## config.mk

```make
export PLATFORM = sky130hd
export DESIGN_NAME = ett_timer
export DESIGN_NICKNAME = d
export VERILOG_FILES = /design/src/ett_pkg.sv /design/src/ett_timer.sv
export VERILOG_INCLUDE_DIRS = /design/src
export SDC_FILE = /design/constraint.sdc
export NUM_CORES = 1
export LEC_CHECK = 0
export BUFFER_PORTS_ARGS = -buffer_cell sky130_fd_sc_hd__buf_2
export CORE_AREA = 2 2 94 96
export CTS_CLUSTER_DIAMETER = 60
export DETAILED_ROUTE_END_ITERATION = 8
export DIE_AREA = 0 0 96 98
export GPL_ROUTABILITY_DRIVEN = 0
export MAX_ROUTING_LAYER = met4
export PLACE_DENSITY = 0.62
export SYNTH_ARGS = -nofsm -noshare
export SYNTH_HDL_FRONTEND = slang
export SYNTH_SLANG_ARGS = --single-unit
```

## constraint.sdc

```tcl
create_clock -name clk -period 4.9 [get_ports clk]
set_clock_uncertainty 0.1 [all_clocks]
set_input_delay 0.49 -clock clk [delete_from_list [all_inputs] [get_ports clk]]
set_output_delay 0.49 -clock clk [all_outputs]
set_load 0.005 [all_outputs]
```

## src/ett_defs.svh

```systemverilog
// register offsets, field positions, reset values and count limits for the eight-bit timer
// Notes on behaviour
// - Count and compare registers are both eight bits and software accessible.
// - Every timer interrupt request shows as a bit in the flag register.
// - Each request is gated by its own mask register bit.
// - Tick comes from the internal prescaler or the external count pin.
// - Clock select picks source and active edge; its output is the tick.
// - With no source selected the counter holds its value.
// - Compare value is compared with the count every cycle, in every mode.
// - A buffer stage holds software compare writes before the comparator.
// - Comparator result drives PWM or frequency output on the compare pin.
// - A compare match sets the compare match flag.
// - Count 0x00 is the bottom of the range.
// - Count 0xFF is the maximum of the counter.
// - Top is 0xFF or the compare value, chosen by mode.
// - A mode clears the counter on compare match.
// - Two interrupt sources: overflow and compare match.
// - A glitch-free phase-correct PWM mode is offered.
// - Exactly one compare unit works against the single counter.
// - On each tick the counter clears, counts up or down; otherwise holds.
// - A software count write beats any clear or count in that cycle.
// - Compare flag sets on the tick after the cycle with count equal compare.
// - Compare buffering only in PWM modes; otherwise writes go direct.
`ifndef ETT_DEFS_SVH
`define ETT_DEFS_SVH
`define ETT_ADDR_CONTROL 8'h00
`define ETT_ADDR_COUNT 8'h01
`define ETT_ADDR_COMPARE 8'h02
`define ETT_ADDR_FLAG 8'h03
`define ETT_ADDR_MASK 8'h04
`define ETT_CTRL_CS_LSB 0
`define ETT_CTRL_WGM_LSB 3
`define ETT_CTRL_COM_LSB 5
`define ETT_FLAG_OVF 0
`define ETT_FLAG_CMP 1
`define ETT_BOTTOM 8'h00
`define ETT_MAX 8'hFF
`define ETT_RESET_BYTE 8'h00
`endif

```

## src/ett_pkg.sv

```systemverilog
// types for the eight-bit timer
package ett_pkg;
  typedef enum logic [1:0] {
    ETT_MODE_NORMAL = 2'b00,
    ETT_MODE_PHASE_PWM = 2'b01,
    ETT_MODE_CTC = 2'b10,
    ETT_MODE_FAST_PWM = 2'b11
  } ett_mode_t;
  typedef enum logic [2:0] {
    ETT_CS_OFF = 3'b000,
    ETT_CS_DIV1 = 3'b001,
    ETT_CS_DIV8 = 3'b010,
    ETT_CS_DIV64 = 3'b011,
    ETT_CS_DIV256 = 3'b100,
    ETT_CS_DIV1024 = 3'b101,
    ETT_CS_EXT_FALL = 3'b110,
    ETT_CS_EXT_RISE = 3'b111
  } ett_clksel_t;
endpackage

```

## src/ett_timer.sv

```systemverilog
// eight-bit timer/counter with one compare unit and register port
//
// Design decisions made here: strobed register access and the register offsets.
`timescale 1ns/1ps
`include "ett_defs.svh"
module ett_timer
  import ett_pkg::*;
(
  input wire logic clk,
  input wire logic rst,
  input wire logic [7:0] reg_addr,
  input wire logic [7:0] reg_wdata,
  input wire logic reg_wr,
  input wire logic reg_rd,
  output logic [7:0] reg_rdata,
  input wire logic external_count_pin,
  output logic compare_output_pin,
  output logic overflow_irq,
  output logic compare_irq
);
  logic [7:0] count_value_reg, next_count_value_reg;
  logic [7:0] compare_value_reg, next_compare_value_reg;
  logic [7:0] compare_buffer, next_compare_buffer;
  logic [1:0] timer_flag_reg, next_timer_flag_reg;
  logic [1:0] timer_mask_reg, next_timer_mask_reg;
  logic [6:0] control, next_control;
  logic [9:0] prescale, next_prescale;
  logic [2:0] ext_sync, next_ext_sync;
  logic count_down, next_count_down;
  logic match_pend, next_match_pend;
  logic block_match, next_block_match;
  logic wave, next_wave;
  logic [7:0] next_rdata;
  logic next_ovf_irq, next_cmp_irq;
  ett_clksel_t clock_select_field;
  ett_mode_t waveform_mode_field;
  logic [1:0] com_field;
  logic timer_tick;
  logic is_pwm;
  logic match;
  logic [7:0] top;
  logic cnt_wr;
  logic set_ovf, set_cmp, clr_ovf, clr_cmp;

  assign clock_select_field = ett_clksel_t'(control[`ETT_CTRL_CS_LSB +: 3]);
  assign waveform_mode_field = ett_mode_t'(control[`ETT_CTRL_WGM_LSB +: 2]);
  assign com_field = control[`ETT_CTRL_COM_LSB +: 2];
  assign is_pwm = (waveform_mode_field == ETT_MODE_PHASE_PWM) ||
                  (waveform_mode_field == ETT_MODE_FAST_PWM);
  assign match = (count_value_reg == compare_value_reg);
  assign top = (waveform_mode_field == ETT_MODE_CTC) ? compare_value_reg : `ETT_MAX;
  assign cnt_wr = reg_wr && (reg_addr == `ETT_ADDR_COUNT);

  // tick source and edge selection
  always_comb begin
    next_prescale = prescale + 10'h001;
    next_ext_sync = {ext_sync[1:0], external_count_pin};
    case (clock_select_field)
      ETT_CS_OFF: timer_tick = 1'b0;
      ETT_CS_DIV1: timer_tick = 1'b1;
      ETT_CS_DIV8: timer_tick = (prescale[2:0] == 3'h7);
      ETT_CS_DIV64: timer_tick = (prescale[5:0] == 6'h3F);
      ETT_CS_DIV256: timer_tick = (prescale[7:0] == 8'hFF);
      ETT_CS_DIV1024: timer_tick = (prescale == 10'h3FF);
      ETT_CS_EXT_FALL: timer_tick = ext_sync[2] && !ext_sync[1];
      ETT_CS_EXT_RISE: timer_tick = !ext_sync[2] && ext_sync[1];
      default: timer_tick = 1'b0;
    endcase
  end

  always_ff @(posedge clk) begin
    if (rst) begin
      prescale <= 10'h000;
      ext_sync <= 3'h0;
    end else begin
      prescale <= next_prescale;
      ext_sync <= next_ext_sync;
    end
  end

  // counter, compare, flags, waveform and register port
  always_comb begin
    next_count_value_reg = count_value_reg;
    next_count_down = count_down;
    next_compare_value_reg = compare_value_reg;
    next_compare_buffer = compare_buffer;
    next_timer_flag_reg = timer_flag_reg;
    next_timer_mask_reg = timer_mask_reg;
    next_control = control;
    next_match_pend = match_pend;
    next_block_match = block_match;
    next_wave = wave;
    next_rdata = `ETT_RESET_BYTE;
    set_ovf = 1'b0;
    set_cmp = 1'b0;
    clr_ovf = 1'b0;
    clr_cmp = 1'b0;
    if (match && !block_match) begin
      next_match_pend = 1'b1;
    end
    if (timer_tick) begin
      // a match first seen in a tick cycle waits for the following tick
      next_match_pend = match && !block_match && !match_pend;
      next_block_match = 1'b0;
      if (match_pend) begin
        set_cmp = 1'b1;
      end
      case (waveform_mode_field)
        ETT_MODE_PHASE_PWM: begin
          if (count_down) begin
            if (count_value_reg == `ETT_BOTTOM) begin
              next_count_down = 1'b0;
              next_count_value_reg = count_value_reg + 8'h01;
              set_ovf = 1'b1;
            end else begin
              next_count_value_reg = count_value_reg - 8'h01;
            end
          end else if (count_value_reg == `ETT_MAX) begin
            next_count_down = 1'b1;
            next_count_value_reg = count_value_reg - 8'h01;
            next_compare_value_reg = compare_buffer;
          end else begin
            next_count_value_reg = count_value_reg + 8'h01;
          end
        end
        ETT_MODE_CTC: begin
          if (count_value_reg == top) begin
            next_count_value_reg = `ETT_BOTTOM;
          end else begin
            next_count_value_reg = count_value_reg + 8'h01;
          end
          if (count_value_reg == `ETT_MAX) begin
            set_ovf = 1'b1;
          end
        end
        default: begin
          next_count_down = 1'b0;
          next_count_value_reg = count_value_reg + 8'h01;
          if (count_value_reg == top) begin
            set_ovf = 1'b1;
            if (waveform_mode_field == ETT_MODE_FAST_PWM) begin
              next_compare_value_reg = compare_buffer;
            end
          end
        end
      endcase
      if (match_pend) begin
        case (waveform_mode_field)
          ETT_MODE_PHASE_PWM: next_wave = com_field[1] ? !count_down : wave;
          ETT_MODE_FAST_PWM: next_wave = com_field[1] ? 1'b0 : wave;
          default: next_wave = (com_field == 2'b01) ? !wave :
                               (com_field == 2'b10) ? 1'b0 :
                               (com_field == 2'b11) ? 1'b1 : wave;
        endcase
      end else if (waveform_mode_field == ETT_MODE_FAST_PWM && count_value_reg == `ETT_MAX &&
                   com_field[1]) begin
        next_wave = 1'b1;
      end
    end
    if (reg_wr) begin
      case (reg_addr)
        `ETT_ADDR_CONTROL: next_control = reg_wdata[6:0];
        `ETT_ADDR_COUNT: begin
          next_count_value_reg = reg_wdata;
          next_block_match = 1'b1;
          next_match_pend = 1'b0;
        end
        `ETT_ADDR_COMPARE: begin
          next_compare_buffer = reg_wdata;
          if (!is_pwm) begin
            next_compare_value_reg = reg_wdata;
          end
        end
        `ETT_ADDR_FLAG: begin
          // write one clears, but a same-cycle set wins
          clr_ovf = reg_wdata[`ETT_FLAG_OVF];
          clr_cmp = reg_wdata[`ETT_FLAG_CMP];
        end
        `ETT_ADDR_MASK: next_timer_mask_reg = reg_wdata[1:0];
        default: ;
      endcase
    end
    if (reg_rd) begin
      case (reg_addr)
        `ETT_ADDR_CONTROL: next_rdata = {1'b0, control};
        `ETT_ADDR_COUNT: next_rdata = count_value_reg;
        `ETT_ADDR_COMPARE: next_rdata = is_pwm ? compare_buffer : compare_value_reg;
        `ETT_ADDR_FLAG: next_rdata = {6'h00, timer_flag_reg};
        `ETT_ADDR_MASK: next_rdata = {6'h00, timer_mask_reg};
        default: next_rdata = `ETT_RESET_BYTE;
      endcase
    end
    next_timer_flag_reg[`ETT_FLAG_OVF] = (timer_flag_reg[`ETT_FLAG_OVF] && !clr_ovf) || set_ovf;
    next_timer_flag_reg[`ETT_FLAG_CMP] = (timer_flag_reg[`ETT_FLAG_CMP] && !clr_cmp) || set_cmp;
    next_ovf_irq = next_timer_flag_reg[`ETT_FLAG_OVF] && next_timer_mask_reg[`ETT_FLAG_OVF];
    next_cmp_irq = next_timer_flag_reg[`ETT_FLAG_CMP] && next_timer_mask_reg[`ETT_FLAG_CMP];
  end

  always_ff @(posedge clk) begin
    if (rst) begin
      count_value_reg <= `ETT_RESET_BYTE;
      compare_value_reg <= `ETT_RESET_BYTE;
      compare_buffer <= `ETT_RESET_BYTE;
      timer_flag_reg <= 2'b00;
      timer_mask_reg <= 2'b00;
      control <= 7'h00;
      count_down <= 1'b0;
      match_pend <= 1'b0;
      block_match <= 1'b0;
      wave <= 1'b0;
      reg_rdata <= `ETT_RESET_BYTE;
      overflow_irq <= 1'b0;
      compare_irq <= 1'b0;
      compare_output_pin <= 1'b0;
    end else begin
      count_value_reg <= next_count_value_reg;
      compare_value_reg <= next_compare_value_reg;
      compare_buffer <= next_compare_buffer;
      timer_flag_reg <= next_timer_flag_reg;
      timer_mask_reg <= next_timer_mask_reg;
      control <= next_control;
      count_down <= next_count_down;
      match_pend <= next_match_pend;
      block_match <= next_block_match;
      wave <= next_wave;
      reg_rdata <= next_rdata;
      overflow_irq <= next_ovf_irq;
      compare_irq <= next_cmp_irq;
      compare_output_pin <= next_wave;
    end
  end
endmodule

```

Word-level counts from Yosys, hierarchy flattened:

Cells that the tools add are included.

* $add $sub $neg: 3
* eq/ne operators: 27
* muxes and demuxes: 53
* bitwise logic cells: 2
* reduce and logical (&&, ||, !) cells: 30

Operators with widths (count)
* $mux 8: 17
* $pmux 8 s5: 1
* $pmux 8 s2: 2
* $mux 1: 27
* $eq 8x2->1 const B: 2
* $eq 8x8->1: 2
* $eq 8x8->1 const B: 2
* $logic_not 8->1: 2
* $eq 3x3->1 const B: 5
* $add 10x1->10 const B: 1
* $eq 10x10->1 const B: 1
* $logic_and 1x1->1: 10
* $add 8x1->8 const B: 1
* $eq 2x2->1 const B: 4
* $eq 8x1->1 const B: 1
* $eq 8x3->1 const B: 1
* $logic_not 1->1: 8
* $pmux 1 s8: 1
* $sub 8x1->8 const B: 1
* $eq 3x2->1 const B: 2
* $eq 6x6->1 const B: 1
* $ne 3x3->1 const B: 2
* $ne 6x1->1 const B: 1
* $pmux 1 s2: 3
* 10 further kinds: 17

* register bits after elaboration: 62
* input port bits: 21
* output and inout bits: 11
* word-level logic and storage cells: 130

Longest topological paths before layout:

* word-level depth: 9
* gate-level depth with buffers: 10
* mapped depth without buffers: 8

Worst setup path after synthesis:

OpenSTA, ideal clock, no wires.

* path type: input to register
* from: in reg_addr[3]
* to: reg count_value_reg[2]
* setup time: 0.122 ns
* arrival: 1.942 ns
* data required time: 4.678 ns
* path slack: 2.737 ns
* stages: 7
* path buffers: 1
* cells stage by stage: or4_4 -> nor3_4 -> and3_1 -> buf_4 -> nor2_2 -> o211a_1 -> a221o_1

* word-level cells in the longest chain between the ends: 3

RTL lines
* start, declared: RTL line ett_timer.sv:11 `input wire logic [7:0] reg_addr,`
* $eq 8x1->1: RTL line ett_timer.sv:161 `case (reg_addr)`
* $mux 8: RTL line ett_timer.sv:161
* $mux 8: RTL line ett_timer.sv:160 `if (reg_wr) begin`
* end signal, assigned: RTL line ett_timer.sv:201 `` count_value_reg <= `ETT_RESET_BYTE; ``
* end signal, assigned: RTL line ett_timer.sv:216 `count_value_reg <= next_count_value_reg;`
* end, declared: RTL line ett_timer.sv:21 `logic [7:0] count_value_reg, next_count_value_reg;`

No other way between the ends.
A chain may end at the register's enable or synchronous reset.

Worst setup path in the final report:

* from: reg control[4]
* to: reg compare_value_reg[1]

* word-level cells in the longest chain between the ends: 9
* elaborated cells on any way between the ends: 13
* classes of those cells: eq/ne (4); mux (8); reduce/logical (1)

RTL lines
* start, declared: RTL line ett_timer.sv:26 `logic [6:0] control, next_control;`
* start signal, assigned: RTL line ett_timer.sv:221 `control <= next_control;`
* $eq 2x2->1: RTL line ett_timer.sv:51, ett_timer.sv:108
* $mux 8 (no line)
* $eq 8x8->1: RTL line ett_timer.sv:139 `if (count_value_reg == top) begin`
* $mux 8: RTL line ett_timer.sv:139
* $pmux 8 s2: RTL line ett_timer.sv:108 `case (waveform_mode_field)`
* $mux 8: RTL line ett_timer.sv:101 `if (timer_tick) begin`
* $mux 8: RTL line ett_timer.sv:170 `if (!is_pwm) begin`
* $mux 8: RTL line ett_timer.sv:161
* $mux 8 (*): RTL line ett_timer.sv:160
* end signal, assigned: RTL line ett_timer.sv:202 `` compare_value_reg <= `ETT_RESET_BYTE; ``
* end signal, assigned: RTL line ett_timer.sv:217 `compare_value_reg <= next_compare_value_reg;`
* end, declared: RTL line ett_timer.sv:22 `logic [7:0] compare_value_reg, next_compare_value_reg;`

Mark *: on every way between the ends. The rest lies on a longest branch, timed or not.

==> reports/results.txt <==
cell-by-cell listing of the critical path - inv_1 > ha_1 > nor2_1 > nand4_4 > and2_1 > a311oi_1
vias post-DR - 3275
endpoint type of the worst setup path - flop
number of nets in the synthesized netlist - 455
Async SR Flop Fraction - 0%
GRT overflow - 0
endpoint of the worst register-to-register path - compare_value_reg[1]$_SDFF_PP0_
number of antenna violations at the first check in global routing - 0
CTS Sinks - 62
number of buffer cells added on primary ports - 31
number of synthesis warnings - 0
cell at the slowest stage of the critical path - sky130_fd_sc_hd__nor2_1
total global-route track usage - 23.1%
vias in the first global route - 3074
hold violation count in the final report - 0
total negative slack for setup checks - 0 ns
commonest register cell after synthesis - sky130_fd_sc_hd__dfxtp_1
critical path data arrival time - 3.03 ns
pin count of the biggest net entering global routing - 56
number of detailed-route iterations in the first pass - 5
Max-Slew Margin vs Limit - 28.7%
core outline area - 8470 um2
post-synthesis instance area - 3720 um2
pin slew with the least headroom to its limit - 1.07 ns
Final period util - 58.8%
clock tree buffer depth - 2
biggest area consumer among synthesized cells - sky130_fd_sc_hd__dfxtp_1
leakage power summed over all cells - 1.65 nW
width of the die - 96 um
wire length of the first global-routing pass - 16200 um
maximum fanout encountered on the critical timing path - 17
number of cells on the worst reg-to-reg path - 6
slowest cell delay on critical path - 0.86 ns
cell with the most instances after synthesis - sky130_fd_sc_hd__dfxtp_1
unrepaired setup endpoints after global routing - false
cell count after synthesis - 426
number of nets in the final layout - 473
most used standard cells in the synthesized netlist - 62 x sky130_fd_sc_hd__dfxtp_1, 44 x sky130_fd_sc_hd__nor2_1, 31 x sky130_fd_sc_hd__mux2i_1, 29 x sky130_fd_sc_hd__nand2_1, 19 x sky130_fd_sc_hd__nand3_1
worst vdd ir - 93.1 uV
growth of design area from synthesis to finish - 8.74%
sequential fraction of the synthesis area - 33.4%
class of the tightest hold or removal check - input pin to flop
I/O pin count - 32
Critical Setup Path Class - flop to flop
count of nets left with antenna violations after detail routing - 0
synthesized area per cell - 8.73 um2
Final Slew Violations - 0
height of the die - 98 um
DRT iter0 DRCs - 290
count of instances resized after the clock tree is built - 0
average vias per placed instance - 5.88
Post-CTS Setup Inserts - 0
Max Clk Rate - 347 MHz
crit path launch - control[4]$_SDFFE_PP0P_
WL per Instance - 17.9 um
number of synthesized register bits - 62
routed wire length - 9960 um
count of unresolved DRC violations after routing - 0
critical path data required time - 5.05 ns
number of flip-flops under the largest register name - 10
launching element type of the critical path - flop
total CTS buffers - 9
CTS H-tree lvls - 3
destination of the critical timing path - compare_value_reg[1]$_SDFF_PP0_
setup slack of the worst register-to-register path - 2.02 ns
share of layout cells above drive strength 1 - 16.3%
final critical delay including setup and external delays - 2.88 ns
standard-cell rows - 34
number of enable flip-flop cells after synthesis - 0
pwr/cell area - 235 nW/um2
area enclosed by the die boundary - 9410 um2
register with the most flip-flops - prescale
Ant. Diodes - 0
total power - 0.950 mW
Unique masters post-synth - 71
TritonCTS clock tree - done
number of buffers inserted for hold repair after clock tree synthesis - 0
placed wire-length estimate - 7150 um
Clock Root Buffer - sky130_fd_sc_hd__clkbuf_8
area fraction of the dominant cell type after synthesis - 33.4%
initial core utilization - 44.0%
leading cell types by total area after synthesis - sky130_fd_sc_hd__dfxtp_1 33%, sky130_fd_sc_hd__mux2i_1 8.3%, sky130_fd_sc_hd__nor2_1 4.4%
insertion delay to the later sink of the worst-skew pair - 0.36 ns
Clock Pin Slew Worst Setup and Hold Paths - 0.07 ns
outcome - completed
Reg2Reg Launch Point - control[4]$_SDFFE_PP0P_
final setup fails - 0
count of max-cap constraint violations - 0
## layout make-up
cell class | count | area, um2
clock buffer | 10 | 128
inverter | 13 | 48.8
multi-input combinational | 325 | 2280
sequential | 62 | 1240
timing repair buffer | 33 | 170
clock inverter | 6 | 38.8
fill | 846 | 4420
tap | 108 | 135
## power by group
part	total [mW]	internal (mW)	switching, mW
registers	0.512	0.508	0.00426
clock network	0.392	0.181	0.211
logic	0.0455	0.0163	0.0292
total	0.950	0.706	0.244
## per-layer routing
metal  vias to the layer above  share of wire [%]  global-route usage (%)
met1                      1544                 47                    32.4
met3                        17                6.5                    3.70
li1                       1592                  -                       -
met5                         -                  0                       -
met2                       122                 45                    32.7
met4                         0                2.3                    9.23
## worst max-delay path: cells and delay by family (launching register included)
| family | cells | cell delay, ns |
|---|---|---|
| DFF | 1 | 0.42 |
| buffers and inverters | 1 | 0.07 |
| adders and majority gates | 1 | 0.30 |
| and+or+nand+nor | 3 | 1.60 |
| AOI/OAI and AO/OA | 1 | 0.29 |
## metrics by stage
step / area (um2) / std cells / utilization (%) / worst slack, ns / hold slack [ns]
finish: 4050 / 557 / 47.8 / 2.02 / 0.253
floorplan: 3720 / 426 / - / 2.74 / 0.314
CTS: 4050 / 557 / 47.8 / 2.06 / 0.241
global placement: 3880 / 541 / 45.8 / 2.06 / 0.330
detailed placement: 3880 / 541 / 45.8 / 2.01 / 0.330
global route: 4050 / 557 / 47.8 / 1.79 / 0.279
## cell families (layout without fill, tap and decap cells)
| family | Yosys count | after routing | share of synthesized area [%] |
|---|---|---|---|
| flops | 62 | 62 | 33.4 |
| simple gates | 179 | 179 | 27.1 |
| fa+ha+maj | 8 | 8 | 2.69 |
| buf+inv | 39 | 62 | 5.25 |
| compound gates | 92 | 92 | 19.7 |
| mux | 31 | 31 | 8.34 |
| xor+xnor | 15 | 15 | 3.53 |
## layout by cell type (no fill, tap or decap), types with 7 or more instances in the layout
| master | synthesis | final |
|---|---|---|
| sky130_fd_sc_hd__a21oi_1 | 11 | 11 |
| sky130_fd_sc_hd__a311oi_1 | 7 | 7 |
| sky130_fd_sc_hd__and2_1 | 9 | 9 |
| sky130_fd_sc_hd__buf_2 | 11 | 31 |
| sky130_fd_sc_hd__clkbuf_8 | 0 | 9 |
| sky130_fd_sc_hd__dfxtp_1 | 62 | 62 |
| sky130_fd_sc_hd__ha_1 | 8 | 8 |
| sky130_fd_sc_hd__inv_1 | 10 | 10 |
| sky130_fd_sc_hd__mux2i_1 | 31 | 31 |
| sky130_fd_sc_hd__nand2_1 | 29 | 29 |
| sky130_fd_sc_hd__nand2b_1 | 11 | 11 |
| sky130_fd_sc_hd__nand3_1 | 19 | 19 |
| sky130_fd_sc_hd__nor2_1 | 44 | 44 |
| sky130_fd_sc_hd__nor2b_1 | 15 | 15 |
| sky130_fd_sc_hd__nor3_1 | 10 | 10 |
| sky130_fd_sc_hd__o21ai_0 | 11 | 11 |
| sky130_fd_sc_hd__o22ai_1 | 17 | 17 |
| sky130_fd_sc_hd__xnor2_1 | 9 | 9 |
## worst min path at each step
stage | from | endpoint | cells past startpoint
after detailed placement | ext_sync[0]$_SDFF_PP0_ | ext_sync[1]$_SDFF_PP0_ | 1
after global placement | prescale[0]$_SDFF_PP0_ | prescale[0]$_SDFF_PP0_ | 1
after CTS | external_count_pin | ext_sync[0]$_SDFF_PP0_ | 2
after floorplan | ext_sync[0]$_SDFF_PP0_ | ext_sync[1]$_SDFF_PP0_ | 1
after global routing | external_count_pin | ext_sync[0]$_SDFF_PP0_ | 2
final | external_count_pin | ext_sync[0]$_SDFF_PP0_ | 2
No activity file was read; power rests on OpenSTA's default activity.
